--- config.mk ---
export PLATFORM = sky130hd
export DESIGN_NAME = adc_status_fuse_check_regs
export DESIGN_NICKNAME = d
export VERILOG_FILES = /design/src/rtl/status_regs_pkg.sv /design/src/rtl/adc_status_fuse_check_regs.sv /design/src/rtl/fuse_crc_engine.sv
export SDC_FILE = /design/constraint.sdc
export NUM_CORES = 1
export LEC_CHECK = 0
export ABC_AREA = 1
export BUFFER_PORTS_ARGS = -buffer_cell sky130_fd_sc_hd__buf_2
export CAP_MARGIN = 0
export CORE_AREA = 2 2 100 102
export DETAILED_ROUTE_END_ITERATION = 16
export DIE_AREA = 0 0 102 104
export GPL_TIMING_DRIVEN = 1
export PLACE_DENSITY = 0.91
export SYNTH_ARGS = -nofsm -noshare
export SYNTH_HDL_FRONTEND = slang
export SYNTH_SLANG_ARGS = --single-unit
--- constraint.sdc ---
create_clock -name CLK_SYS -period 4.9 [get_ports CLK_SYS]
set_input_delay 0.245 -clock CLK_SYS [delete_from_list [all_inputs] [get_ports CLK_SYS]]
set_output_delay 0.245 -clock CLK_SYS [all_outputs]
set_load 0.02 [all_outputs]
--- src/rtl/status_regs_pkg.sv ---
// Package with the register map, field positions and timing of the status bank.
package status_regs_pkg;

	localparam logic [7:0] FUSE_CHECK_CONTROL_ADDR  = 8'h40;
	localparam logic [7:0] DEVICE_STATE_FLAGS_ADDR  = 8'h41;
	localparam logic [7:0] UPPER_ALERT_CAPTURE_LO   = 8'h42;
	localparam logic [7:0] UPPER_ALERT_CAPTURE_HI   = 8'h43;
	localparam logic [7:0] LOWER_ALERT_CAPTURE_LO   = 8'h44;
	localparam logic [7:0] LOWER_ALERT_CAPTURE_HI   = 8'h45;

	localparam logic [7:0] FUSE_CHECK_CONTROL_RST   = 8'h00;
	localparam logic [7:0] DEVICE_STATE_FLAGS_RST   = 8'h40;
	localparam logic [15:0] CAPTURE_RST             = 16'h0000;

	localparam int FUSE_START_BIT   = 0;
	localparam int FUSE_FAIL_BIT    = 1;
	localparam int READY_BIT        = 7;
	localparam int RESET_SEEN_BIT   = 6;
	localparam int IF_ERR_BIT       = 5;
	localparam int OVERRUN_BIT      = 4;
	localparam int UPPER_ALERT_BIT  = 3;
	localparam int LOWER_ALERT_BIT  = 2;
	localparam int ABOVE_RANGE_BIT  = 1;
	localparam int BELOW_RANGE_BIT  = 0;

	localparam int FUSE_WORDS       = 16;
	localparam int STARTUP_CYCLES   = 16;
	localparam logic [7:0] CRC_INIT = 8'hff;
	localparam logic [7:0] CRC_POLY = 8'h07;

endpackage : status_regs_pkg

--- src/rtl/adc_status_fuse_check_regs.sv ---
// Status, fuse check and threshold capture registers of the converter.
`timescale 1ns/1ps
module adc_status_fuse_check_regs #(
	parameter int FUSE_WORDS     = status_regs_pkg::FUSE_WORDS,
	parameter int STARTUP_CYCLES = status_regs_pkg::STARTUP_CYCLES,
	parameter int IF_STATUS_W    = 8
) (
	input  wire logic                    CLK_SYS,
	input  wire logic                    RSTN,
	input  wire logic [7:0]              REG_ADDR,
	input  wire logic                    REG_WR,
	input  wire logic [7:0]              REG_WDATA,
	input  wire logic                    REG_RD,
	output logic      [7:0]              REG_RDATA,
	input  wire logic [FUSE_WORDS*8-1:0] FUSE_MAP,
	input  wire logic [7:0]              FUSE_CRC_REF,
	input  wire logic [IF_STATUS_W-1:0]  INTERFACE_STATUS,
	input  wire logic                    LIMIT_OVERRUN_EVENT,
	input  wire logic                    UPPER_ALERT_EVENT,
	input  wire logic                    LOWER_ALERT_EVENT,
	input  wire logic                    ABOVE_RANGE_EVENT,
	input  wire logic                    BELOW_RANGE_EVENT,
	input  wire logic                    TRIGGER_MODE,
	input  wire logic                    TWOS_COMPLEMENT_SEL,
	input  wire logic [15:0]             CONV_RESULT,
	output logic                         DEVICE_READY_OUT,
	output logic                         FUSE_CHECK_BUSY
);
	localparam int SW = $clog2(STARTUP_CYCLES + 1);

	logic          start_q, start_d;
	logic          fail_q, fail_d;
	logic          ready_q, ready_d;
	logic [SW-1:0] boot_q, boot_d;
	logic          reset_seen_q, reset_seen_d;
	logic          overrun_q, overrun_d;
	logic          upper_q, upper_d;
	logic          lower_q, lower_d;
	logic          above_q, above_d;
	logic          below_q, below_d;
	logic [15:0]   upper_cap_q, upper_cap_d;
	logic [15:0]   lower_cap_q, lower_cap_d;
	logic [7:0]    rdata_q, rdata_d;
	logic          crc_busy, crc_done, crc_fail;
	logic          wr_fuse, wr_flags, launch;
	logic [15:0]   coded;

	assign wr_fuse  = REG_WR &&
		(REG_ADDR == status_regs_pkg::FUSE_CHECK_CONTROL_ADDR);
	assign wr_flags = REG_WR &&
		(REG_ADDR == status_regs_pkg::DEVICE_STATE_FLAGS_ADDR);
	// A second start while a check runs is absorbed by the running check.
	assign launch = wr_fuse && REG_WDATA[status_regs_pkg::FUSE_START_BIT]
		&& !start_q;

	fuse_crc_engine #(
		.WORDS(FUSE_WORDS)
	) fuse_crc_engine_i (
		.clk         (CLK_SYS),
		.rst_n       (RSTN),
		.start       (launch),
		.fuse_map    (FUSE_MAP),
		.expected_crc(FUSE_CRC_REF),
		.busy        (crc_busy),
		.done        (crc_done),
		.fail        (crc_fail)
	);

	// The converter core delivers offset binary; the coding select flips
	// the sign bit so captures match the normal conversion output.
	assign coded = TWOS_COMPLEMENT_SEL ?
		{~CONV_RESULT[15], CONV_RESULT[14:0]} : CONV_RESULT;

	always_comb begin
		start_d = start_q;
		if (launch) begin
			start_d = 1'b1;
		end else if (crc_done) begin
			start_d = 1'b0;
		end
		// Set wins over a clear arriving in the same cycle.
		fail_d = fail_q;
		if (wr_fuse && REG_WDATA[status_regs_pkg::FUSE_FAIL_BIT]) begin
			fail_d = 1'b0;
		end
		if (crc_done && crc_fail) begin
			fail_d = 1'b1;
		end
	end

	always_comb begin
		boot_d  = boot_q;
		ready_d = ready_q;
		if (!ready_q) begin
			if (boot_q == SW'(STARTUP_CYCLES - 1)) begin
				ready_d = 1'b1;
			end else begin
				boot_d = boot_q + SW'(1);
			end
		end
		reset_seen_d = reset_seen_q &&
			!(wr_flags && REG_WDATA[status_regs_pkg::RESET_SEEN_BIT]);
		overrun_d = LIMIT_OVERRUN_EVENT || (overrun_q &&
			!(wr_flags && REG_WDATA[status_regs_pkg::OVERRUN_BIT]));
		upper_d = UPPER_ALERT_EVENT || (upper_q &&
			!(wr_flags && REG_WDATA[status_regs_pkg::UPPER_ALERT_BIT]));
		lower_d = LOWER_ALERT_EVENT || (lower_q &&
			!(wr_flags && REG_WDATA[status_regs_pkg::LOWER_ALERT_BIT]));
		above_d = ABOVE_RANGE_EVENT || (above_q &&
			!(wr_flags && REG_WDATA[status_regs_pkg::ABOVE_RANGE_BIT]));
		below_d = BELOW_RANGE_EVENT || (below_q &&
			!(wr_flags && REG_WDATA[status_regs_pkg::BELOW_RANGE_BIT]));
	end

	always_comb begin
		upper_cap_d = upper_cap_q;
		lower_cap_d = lower_cap_q;
		if (TRIGGER_MODE && UPPER_ALERT_EVENT) begin
			upper_cap_d = coded;
		end
		if (TRIGGER_MODE && LOWER_ALERT_EVENT) begin
			lower_cap_d = coded;
		end
	end

	always_comb begin
		rdata_d = rdata_q;
		if (REG_RD) begin
			case (REG_ADDR)
				status_regs_pkg::FUSE_CHECK_CONTROL_ADDR: begin
					rdata_d = 8'h00;
					rdata_d[status_regs_pkg::FUSE_START_BIT] = start_q;
					rdata_d[status_regs_pkg::FUSE_FAIL_BIT]  = fail_q;
				end
				status_regs_pkg::DEVICE_STATE_FLAGS_ADDR: begin
					rdata_d = 8'h00;
					rdata_d[status_regs_pkg::READY_BIT]       = ready_q;
					rdata_d[status_regs_pkg::RESET_SEEN_BIT]  = reset_seen_q;
					rdata_d[status_regs_pkg::IF_ERR_BIT]      =
						|INTERFACE_STATUS;
					rdata_d[status_regs_pkg::OVERRUN_BIT]     = overrun_q;
					rdata_d[status_regs_pkg::UPPER_ALERT_BIT] = upper_q;
					rdata_d[status_regs_pkg::LOWER_ALERT_BIT] = lower_q;
					rdata_d[status_regs_pkg::ABOVE_RANGE_BIT] = above_q;
					rdata_d[status_regs_pkg::BELOW_RANGE_BIT] = below_q;
				end
				status_regs_pkg::UPPER_ALERT_CAPTURE_LO:
					rdata_d = upper_cap_q[7:0];
				status_regs_pkg::UPPER_ALERT_CAPTURE_HI:
					rdata_d = upper_cap_q[15:8];
				status_regs_pkg::LOWER_ALERT_CAPTURE_LO:
					rdata_d = lower_cap_q[7:0];
				status_regs_pkg::LOWER_ALERT_CAPTURE_HI:
					rdata_d = lower_cap_q[15:8];
				default: rdata_d = 8'h00;
			endcase
		end
	end

	always_ff @(posedge CLK_SYS or negedge RSTN) begin
		if (!RSTN) begin
			start_q      <= 1'b0;
			fail_q       <= 1'b0;
			ready_q      <= 1'b0;
			boot_q       <= '0;
			reset_seen_q <= 1'b1;
			overrun_q    <= 1'b0;
			upper_q      <= 1'b0;
			lower_q      <= 1'b0;
			above_q      <= 1'b0;
			below_q      <= 1'b0;
			upper_cap_q  <= status_regs_pkg::CAPTURE_RST;
			lower_cap_q  <= status_regs_pkg::CAPTURE_RST;
			rdata_q      <= 8'h00;
		end else begin
			start_q      <= start_d;
			fail_q       <= fail_d;
			ready_q      <= ready_d;
			boot_q       <= boot_d;
			reset_seen_q <= reset_seen_d;
			overrun_q    <= overrun_d;
			upper_q      <= upper_d;
			lower_q      <= lower_d;
			above_q      <= above_d;
			below_q      <= below_d;
			upper_cap_q  <= upper_cap_d;
			lower_cap_q  <= lower_cap_d;
			rdata_q      <= rdata_d;
		end
	end

	assign REG_RDATA        = rdata_q;
	assign DEVICE_READY_OUT = ready_q;
	assign FUSE_CHECK_BUSY  = start_q | crc_busy;
endmodule : adc_status_fuse_check_regs

--- src/rtl/fuse_crc_engine.sv ---
// Walks the fuse map one word per cycle and checks its CRC-8.
`timescale 1ns/1ps
module fuse_crc_engine #(
	parameter int WORDS = status_regs_pkg::FUSE_WORDS
) (
	input  wire logic                     clk,
	input  wire logic                     rst_n,
	input  wire logic                     start,
	input  wire logic [WORDS*8-1:0]       fuse_map,
	input  wire logic [7:0]               expected_crc,
	output logic                          busy,
	output logic                          done,
	output logic                          fail
);
	typedef enum logic [1:0] {IDLE, RUN, FINISH} crc_state_t;
	localparam int IW = $clog2(WORDS + 1);

	crc_state_t      state_q, state_d;
	logic [IW-1:0]   idx_q, idx_d;
	logic [7:0]      crc_q, crc_d;
	logic            done_q, done_d;
	logic            fail_q, fail_d;

	function automatic logic [7:0] crc_byte(input logic [7:0] c,
		input logic [7:0] b);
		logic [7:0] r;
		r = c ^ b;
		for (int i = 0; i < 8; i++) begin
			r = r[7] ? ((r << 1) ^ status_regs_pkg::CRC_POLY) : (r << 1);
		end
		return r;
	endfunction : crc_byte

	always_comb begin
		state_d = state_q;
		idx_d   = idx_q;
		crc_d   = crc_q;
		done_d  = 1'b0;
		fail_d  = 1'b0;
		case (state_q)
			IDLE: begin
				if (start) begin
					idx_d   = '0;
					crc_d   = status_regs_pkg::CRC_INIT;
					state_d = RUN;
				end
			end
			RUN: begin
				crc_d = crc_byte(crc_q, fuse_map[idx_q*8 +: 8]);
				idx_d = idx_q + IW'(1);
				if (idx_q == IW'(WORDS - 1)) begin
					state_d = FINISH;
				end
			end
			FINISH: begin
				done_d  = 1'b1;
				fail_d  = (crc_q != expected_crc);
				state_d = IDLE;
			end
			default: state_d = IDLE;
		endcase
	end

	always_ff @(posedge clk or negedge rst_n) begin
		if (!rst_n) begin
			state_q <= IDLE;
			idx_q   <= '0;
			crc_q   <= 8'h00;
			done_q  <= 1'b0;
			fail_q  <= 1'b0;
		end else begin
			state_q <= state_d;
			idx_q   <= idx_d;
			crc_q   <= crc_d;
			done_q  <= done_d;
			fail_q  <= fail_d;
		end
	end

	assign busy = (state_q != IDLE);
	assign done = done_q;
	assign fail = fail_q;
endmodule : fuse_crc_engine

=== Word level (Yosys, flattened, before mapping) ===
Cells that the tools add are included.

* Memory bits (writable): 0
* Output and inout port bits: 10
* Bits in latches: 0
* Logic and storage cells: 113
* Register bits: 71
* Bits of input ports: 187
* Bits in read-only memories: 0
* Memories: 0

* Add/subtract/negate cells: 2
* $mul: 0
* Bitwise operators: 13
* Reductions and logical operators: 41
* Multiplexer cells: 25
* Magnitude comparators: 0
* Shift operators: 1
* Divide/modulo/power cells: 0
* Equality and inequality tests: 13

{| class="wikitable"
|+ Operator list
! cell !! number
|-
| $shiftx 128x9->8 || 1
|-
| $eq 8x7->1 const B || 6
|-
| $pmux 8 s6 || 1
|-
| $mux 3 || 8
|-
| $not 3->3 || 8
|-
| $logic_and 1x1->1 || 20
|-
| $mux 16 || 1
|-
| $pmux 8 s2 || 1
|-
| $add 5x1->5 const B || 2
|-
| $eq 5x4->1 const B || 2
|-
| $pmux 5 s2 || 1
|-
| $mux 1 || 8
|-
| $mux 8 || 1
|-
| $ne 8x8->1 || 1
|-
| $reduce_bool 2->1 || 4
|-
| $reduce_or 8->1 || 1
|-
| $xor 8x8->8 || 1
|-
| $logic_not 1->1 || 7
|-
| $reduce_and 2->1 || 3
|-
| $logic_or 1x1->1 || 5
|-
| $mux 5 || 1
|-
| $mux 2 || 2
|-
| $ne 2x1->1 const B || 2
|-
| $pmux 2 s2 || 1
|-
| other kinds (5) || 7
|}

=== Longest topological paths before layout ===
* Depth in word-level cells: 19
* Mapped depth: 20
* Depth with buffers taken out: 18

=== Modules after synthesis ===
From an unflattened synthesis, not the netlist that was laid out.

* Cell total of the unflattened synthesis: 794
* Area, all modules: 5180.0 um^2

{| class="wikitable"
|+ Modules (own cells, without submodules)
! module !! sequential area each (um^2) !! area an instance (um^2) !! times used !! cells an instance
|-
| fuse_crc_engine || 425.4 || 2617.5 || 1 || 483
|-
| adc_status_fuse_check_regs || 1352.5 || 2562.5 || 1 || 311
|}

=== Least setup slack after synthesis ===
No wires, ideal clock.

* Kind: register -> register
* Start: register fuse_crc_engine_i.idx_q[0]
* End: register fuse_crc_engine_i.crc_q[6]
* Period minus slack after synthesis: 1846 ps
* Cell stages (with the launch flop): 18
* Data required time: 4787 ps
* Slack: 3054 ps
* Arrival: 1733 ps
* Path buffers: 3
* Library setup time: 113 ps
* Cell sequence: dfrtp_1 > inv_2 > buf_6 > buf_6 > buf_2 > nor2_1 > o211ai_1 > nand3_1 > nand2_1 > nand2_1 > nand2_1 > nand2_1 > nand2_1 > nand2_1 > nand2_1 > nand3_1 > nand2_1 > inv_1

* Word-level cells in the longest chain between the ends: 8

{| class="wikitable"
|+ Ends and longest elaborated chain
! element !! line !! source
|-
| start: declaration || fuse_crc_engine.sv:19 || <nowiki>logic [IW-1:0] idx_q, idx_d;</nowiki>
|-
| start signal: assignment || fuse_crc_engine.sv:73 || <nowiki>idx_q <= idx_d;</nowiki>
|-
| $shiftx 128x9->8 * || fuse_crc_engine.sv:49 || <nowiki>crc_d = crc_byte(crc_q, fuse_map[idx_q*8 +: 8]);</nowiki>
|-
| $xor 8x8->8 * || fuse_crc_engine.sv:27 || <nowiki>r = c ^ b;</nowiki>
|-
| $mux 3 || fuse_crc_engine.sv:29 || <nowiki>r = r[7] ? ((r << 1) ^ status_regs_pkg::CRC_POLY) : (r << 1);</nowiki>
|-
| $not 3->3 (no line) || n/a ||
|-
| $mux 3 || fuse_crc_engine.sv:29 ||
|-
| $not 3->3 (no line) || n/a ||
|-
| $mux 3 * || fuse_crc_engine.sv:29 ||
|-
| $pmux 8 s2 * || fuse_crc_engine.sv:40 || <nowiki>case (state_q)</nowiki>
|-
| end signal: assignment || fuse_crc_engine.sv:74 || <nowiki>crc_q <= crc_d;</nowiki>
|-
| end: declaration || fuse_crc_engine.sv:20 || <nowiki>logic [7:0] crc_q, crc_d;</nowiki>
|}

Every way passes the cells marked *; elsewhere a longest branch is shown, timed or not.
A chain may end at the register's enable or synchronous reset.

=== Worst setup path in the final report ===
* Start: register fuse_crc_engine_i.idx_q[2]
* End: register fuse_crc_engine_i.crc_q[3]

The elaborated chain is that of the path after synthesis.

==> results.json <==
{
  "final-max-slew-violation-count": 0,
  "hold_path.class": "in2reg",
  "critical-path-max-stage-delay_ps": 810,
  "finalNetCount": 1117,
  "ant_nets": 0,
  "antenna_found_initial": 0,
  "post-route-drc-count": 0,
  "fp.dieW_um": 102,
  "worst_slack_ps": 1960,
  "power.density_nw_per_um2": 313,
  "ys_types": 39,
  "grt_pass1_wl_um": 23300,
  "post-place-cells": 1048,
  "clock_path_buffers": 2,
  "io_pins": 197,
  "end_kind": "register",
  "grt_max_degree": 72,
  "tightest_slew_ps": 1210,
  "swShare": 0.357,
  "post-route-period-util": 0.600,
  "p_switching_mw": 0.684,
  "start_util": 0.515,
  "clkTransAtPathRegs_ps": 80,
  "synth_commonest_cells": "214 x nand2_1, 99 x nand3_1, 86 x inv_1",
  "clock_latency_ps": 350,
  "grt_pass1_vias": 5220,
  "status": "completed",
  "wl_per_cell_um": 13.2,
  "rows": 36,
  "syn_nets": 944,
  "irDropWorstVdd_uv": 145,
  "synth-async-reset-ratio": 1.00,
  "hpwl_um": 9970,
  "synth_top_area_cell": "dfrtp_1",
  "finClkSkew_ps": 11.7,
  "fin_area_um2": 6140,
  "fmax_ghz": 0.340,
  "crit_type": "reg2reg",
  "yosys_most_used_dff": "dfrtp_1",
  "coreArea_um2": 9550,
  "vias": 5591,
  "critPathRequiredTime_ps": 5160,
  "place_ws_ps": 1990,
  "diodes": 0,
  "p_total_mw": 1.92,
  "grt_setup_unrepaired": "false",
  "hold_ws_ps": 35.1,
  "routabilityCongestion": 0.928,
  "ctsResizeCount": 0,
  "ys.warnings.count": 0,
  "tns_ps": 0,
  "post-route-util": 0.643,
  "synth.most_common_cell": "nand2_1",
  "ys_ff_latch": 71,
  "crit_path_frequent_cell": "nand2_1",
  "area_growth_pct": 24.7,
  "detailed_place.area_um2": 5890,
  "post_cts.repair.setup_buffers": 0,
  "ctsRootBufferMaster": "clkbuf_8",
  "cts_tree": "yes",
  "synth-seq-area-share": 0.361,
  "layout.cells.non_filler": 1064,
  "vias_per_cell": 5.25,
  "comb_power_share": 0.321,
  "layout_min_cycle_time_ps": 2940,
  "synth_edf_count": 0,
  "drive_gt1_frac": 0.238,
  "yosys.area.top_type_share": 0.356,
  "p_int_mw": 1.23,
  "die_y_um": 104,
  "postSynthAreaPerCell_um2": 6.54,
  "clkPwrFrac": 0.301,
  "crit_arrival_ps": 3200,
  "syn_area_um2": 4920,
  "finalHoldViolCount": 0,
  "grt_overflow": 0,
  "setup_viol_count_final": 0,
  "relSlewSlack": 0.188,
  "start_kind": "register",
  "die-area_um2": 10600,
  "dr.pass1.iters": 5,
  "crit_chain": "clkinv_1 -> nand3_1 -> nand3_1 -> nand2_1 -> nand2_1 -> nand2_1 -> nand2_1 -> nand2_1 -> nand2_1 -> nand2_1 -> nand2_1 -> nand2_1 -> nand3_1 -> nand2_1 -> inv_1",
  "clock-sinks": 71,
  "numCtsBuffers": 9,
  "wl_um": 14100,
  "maxCapViolCount": 0,
  "grt_use_total": 0.269,
  "htreeDepth": 3,
  "drtIter0Drc": 389,
  "netlist_instances": 753,
  "crit_fanout": 20,
  "io_buffers": 194,
  "leakage_nw": 3.32,
  "seq_power_share": 0.379,
  "synthTopCellsByArea": "dfrtp_1 36%, nand2_1 16%, nand3_1 10%",
  "cts_hold_buf": 0,
  "critPathSlowestCell": "dfrtp_1"
}
-- sequential cells by signal, summed over array words and instances (netlist names) --
| name | cells |
|---|---|
| lower_cap_q | 16 |
| upper_cap_q | 16 |
| REG_RDATA | 8 |
| fuse_crc_engine_i.crc_q | 8 |
| boot_q | 5 |
| fuse_crc_engine_i.idx_q | 5 |
| fuse_crc_engine_i.state_q | 2 |
| DEVICE_READY_OUT | 1 |
| above_q | 1 |
| below_q | 1 |
| fail_q | 1 |
| fuse_crc_engine_i.done | 1 |
| fuse_crc_engine_i.fail | 1 |
| lower_q | 1 |
| overrun_q | 1 |
| reset_seen_q | 1 |
| start_q | 1 |
| upper_q | 1 |
-- worst max-delay path, delay by kind of cell (launching register included) --
family / cells / cell delay, ps
flops: 1 / 810
buf+inv: 2 / 730
simple gates: 13 / 1310
-- cell type report --
class,count,area [um^2]
Tap cell,133,166
Timing Repair Buffer,197,993
Fill cell,878,3410
Sequential cell,71,1780
Clock inverter,7,120
Inverter,93,349
Clock buffer,9,124
Multi-Input combinational cell,554,2600
-- power by group through the flow --
stage | Clock [mW] | Sequential [mW] | Combinational (mW)
finish | 0.577 | 0.727 | 0.615
global route | 0.604 | 0.735 | 0.715
CTS | 0.583 | 0.724 | 0.610
detailed placement | 0 | 0.735 | 0.605
global placement | 0 | 0.732 | 0.589
floorplan | 0 | 0.719 | 0.449
-- worst paths after layout --
check / endpoint / slack, ps / from / depth (start not counted)
worst max-delay path: fuse_crc_engine_i.crc_q[3] / 1960 / fuse_crc_engine_i.idx_q[2] / 15
worst min-delay path: reset_seen_q / 40 / REG_WDATA[6] / 2
worst max register to register: fuse_crc_engine_i.crc_q[3] / 1960 / fuse_crc_engine_i.idx_q[2] / 15
worst min register to register: start_q / 450 / fuse_crc_engine_i.done / 1
max in group asynchronous: fuse_crc_engine_i.idx_q[0] / 4180 / RSTN / 2
min in group asynchronous: upper_cap_q[6] / 90 / RSTN / 2
-- cell families after synthesis --
| group | synth area share |
|---|---|
| simple gates | 0.355 |
| buf+inv | 0.110 |
| compound gates | 0.143 |
| flops | 0.361 |
| xor+xnor | 0.0214 |
| fa+ha+maj | 0.0102 |
-- per-layer routing --
layer | track usage | wire, um | vias to the layer above
met2 | 0.455 | 7020 | 238
met3 | 0.0605 | 1080 | 35
met4 | 0.0819 | 319 | 0
met1 | 0.341 | 5660 | 2535
met5 | 0 | 0 | -
li1 | - | - | 2783
-- cells in the final DEF (no fill, tap or decap), drive strengths merged --
cell type / n
nand2: 215
buf: 197
nand3: 99
inv: 89
o21ai: 86
nor2: 83
dfrtp: 70
o211ai: 14
clkbuf: 9
xor2: 7
a221oi: 7
clkinv: 7
nor3: 6
a21oi: 5
xnor2: 5
ha: 4
nor4: 4
nand4: 3
bufinv: 3
a21o: 2
o21bai: 2
nand3b: 2
o22ai: 2
a31oi: 2
and3: 1
or2: 1
nor3b: 1
a41oi: 1
o22a: 1
o2bb2ai: 1
clkinvlp: 1
dfstp: 1
(Power assumes the default switching activity.)
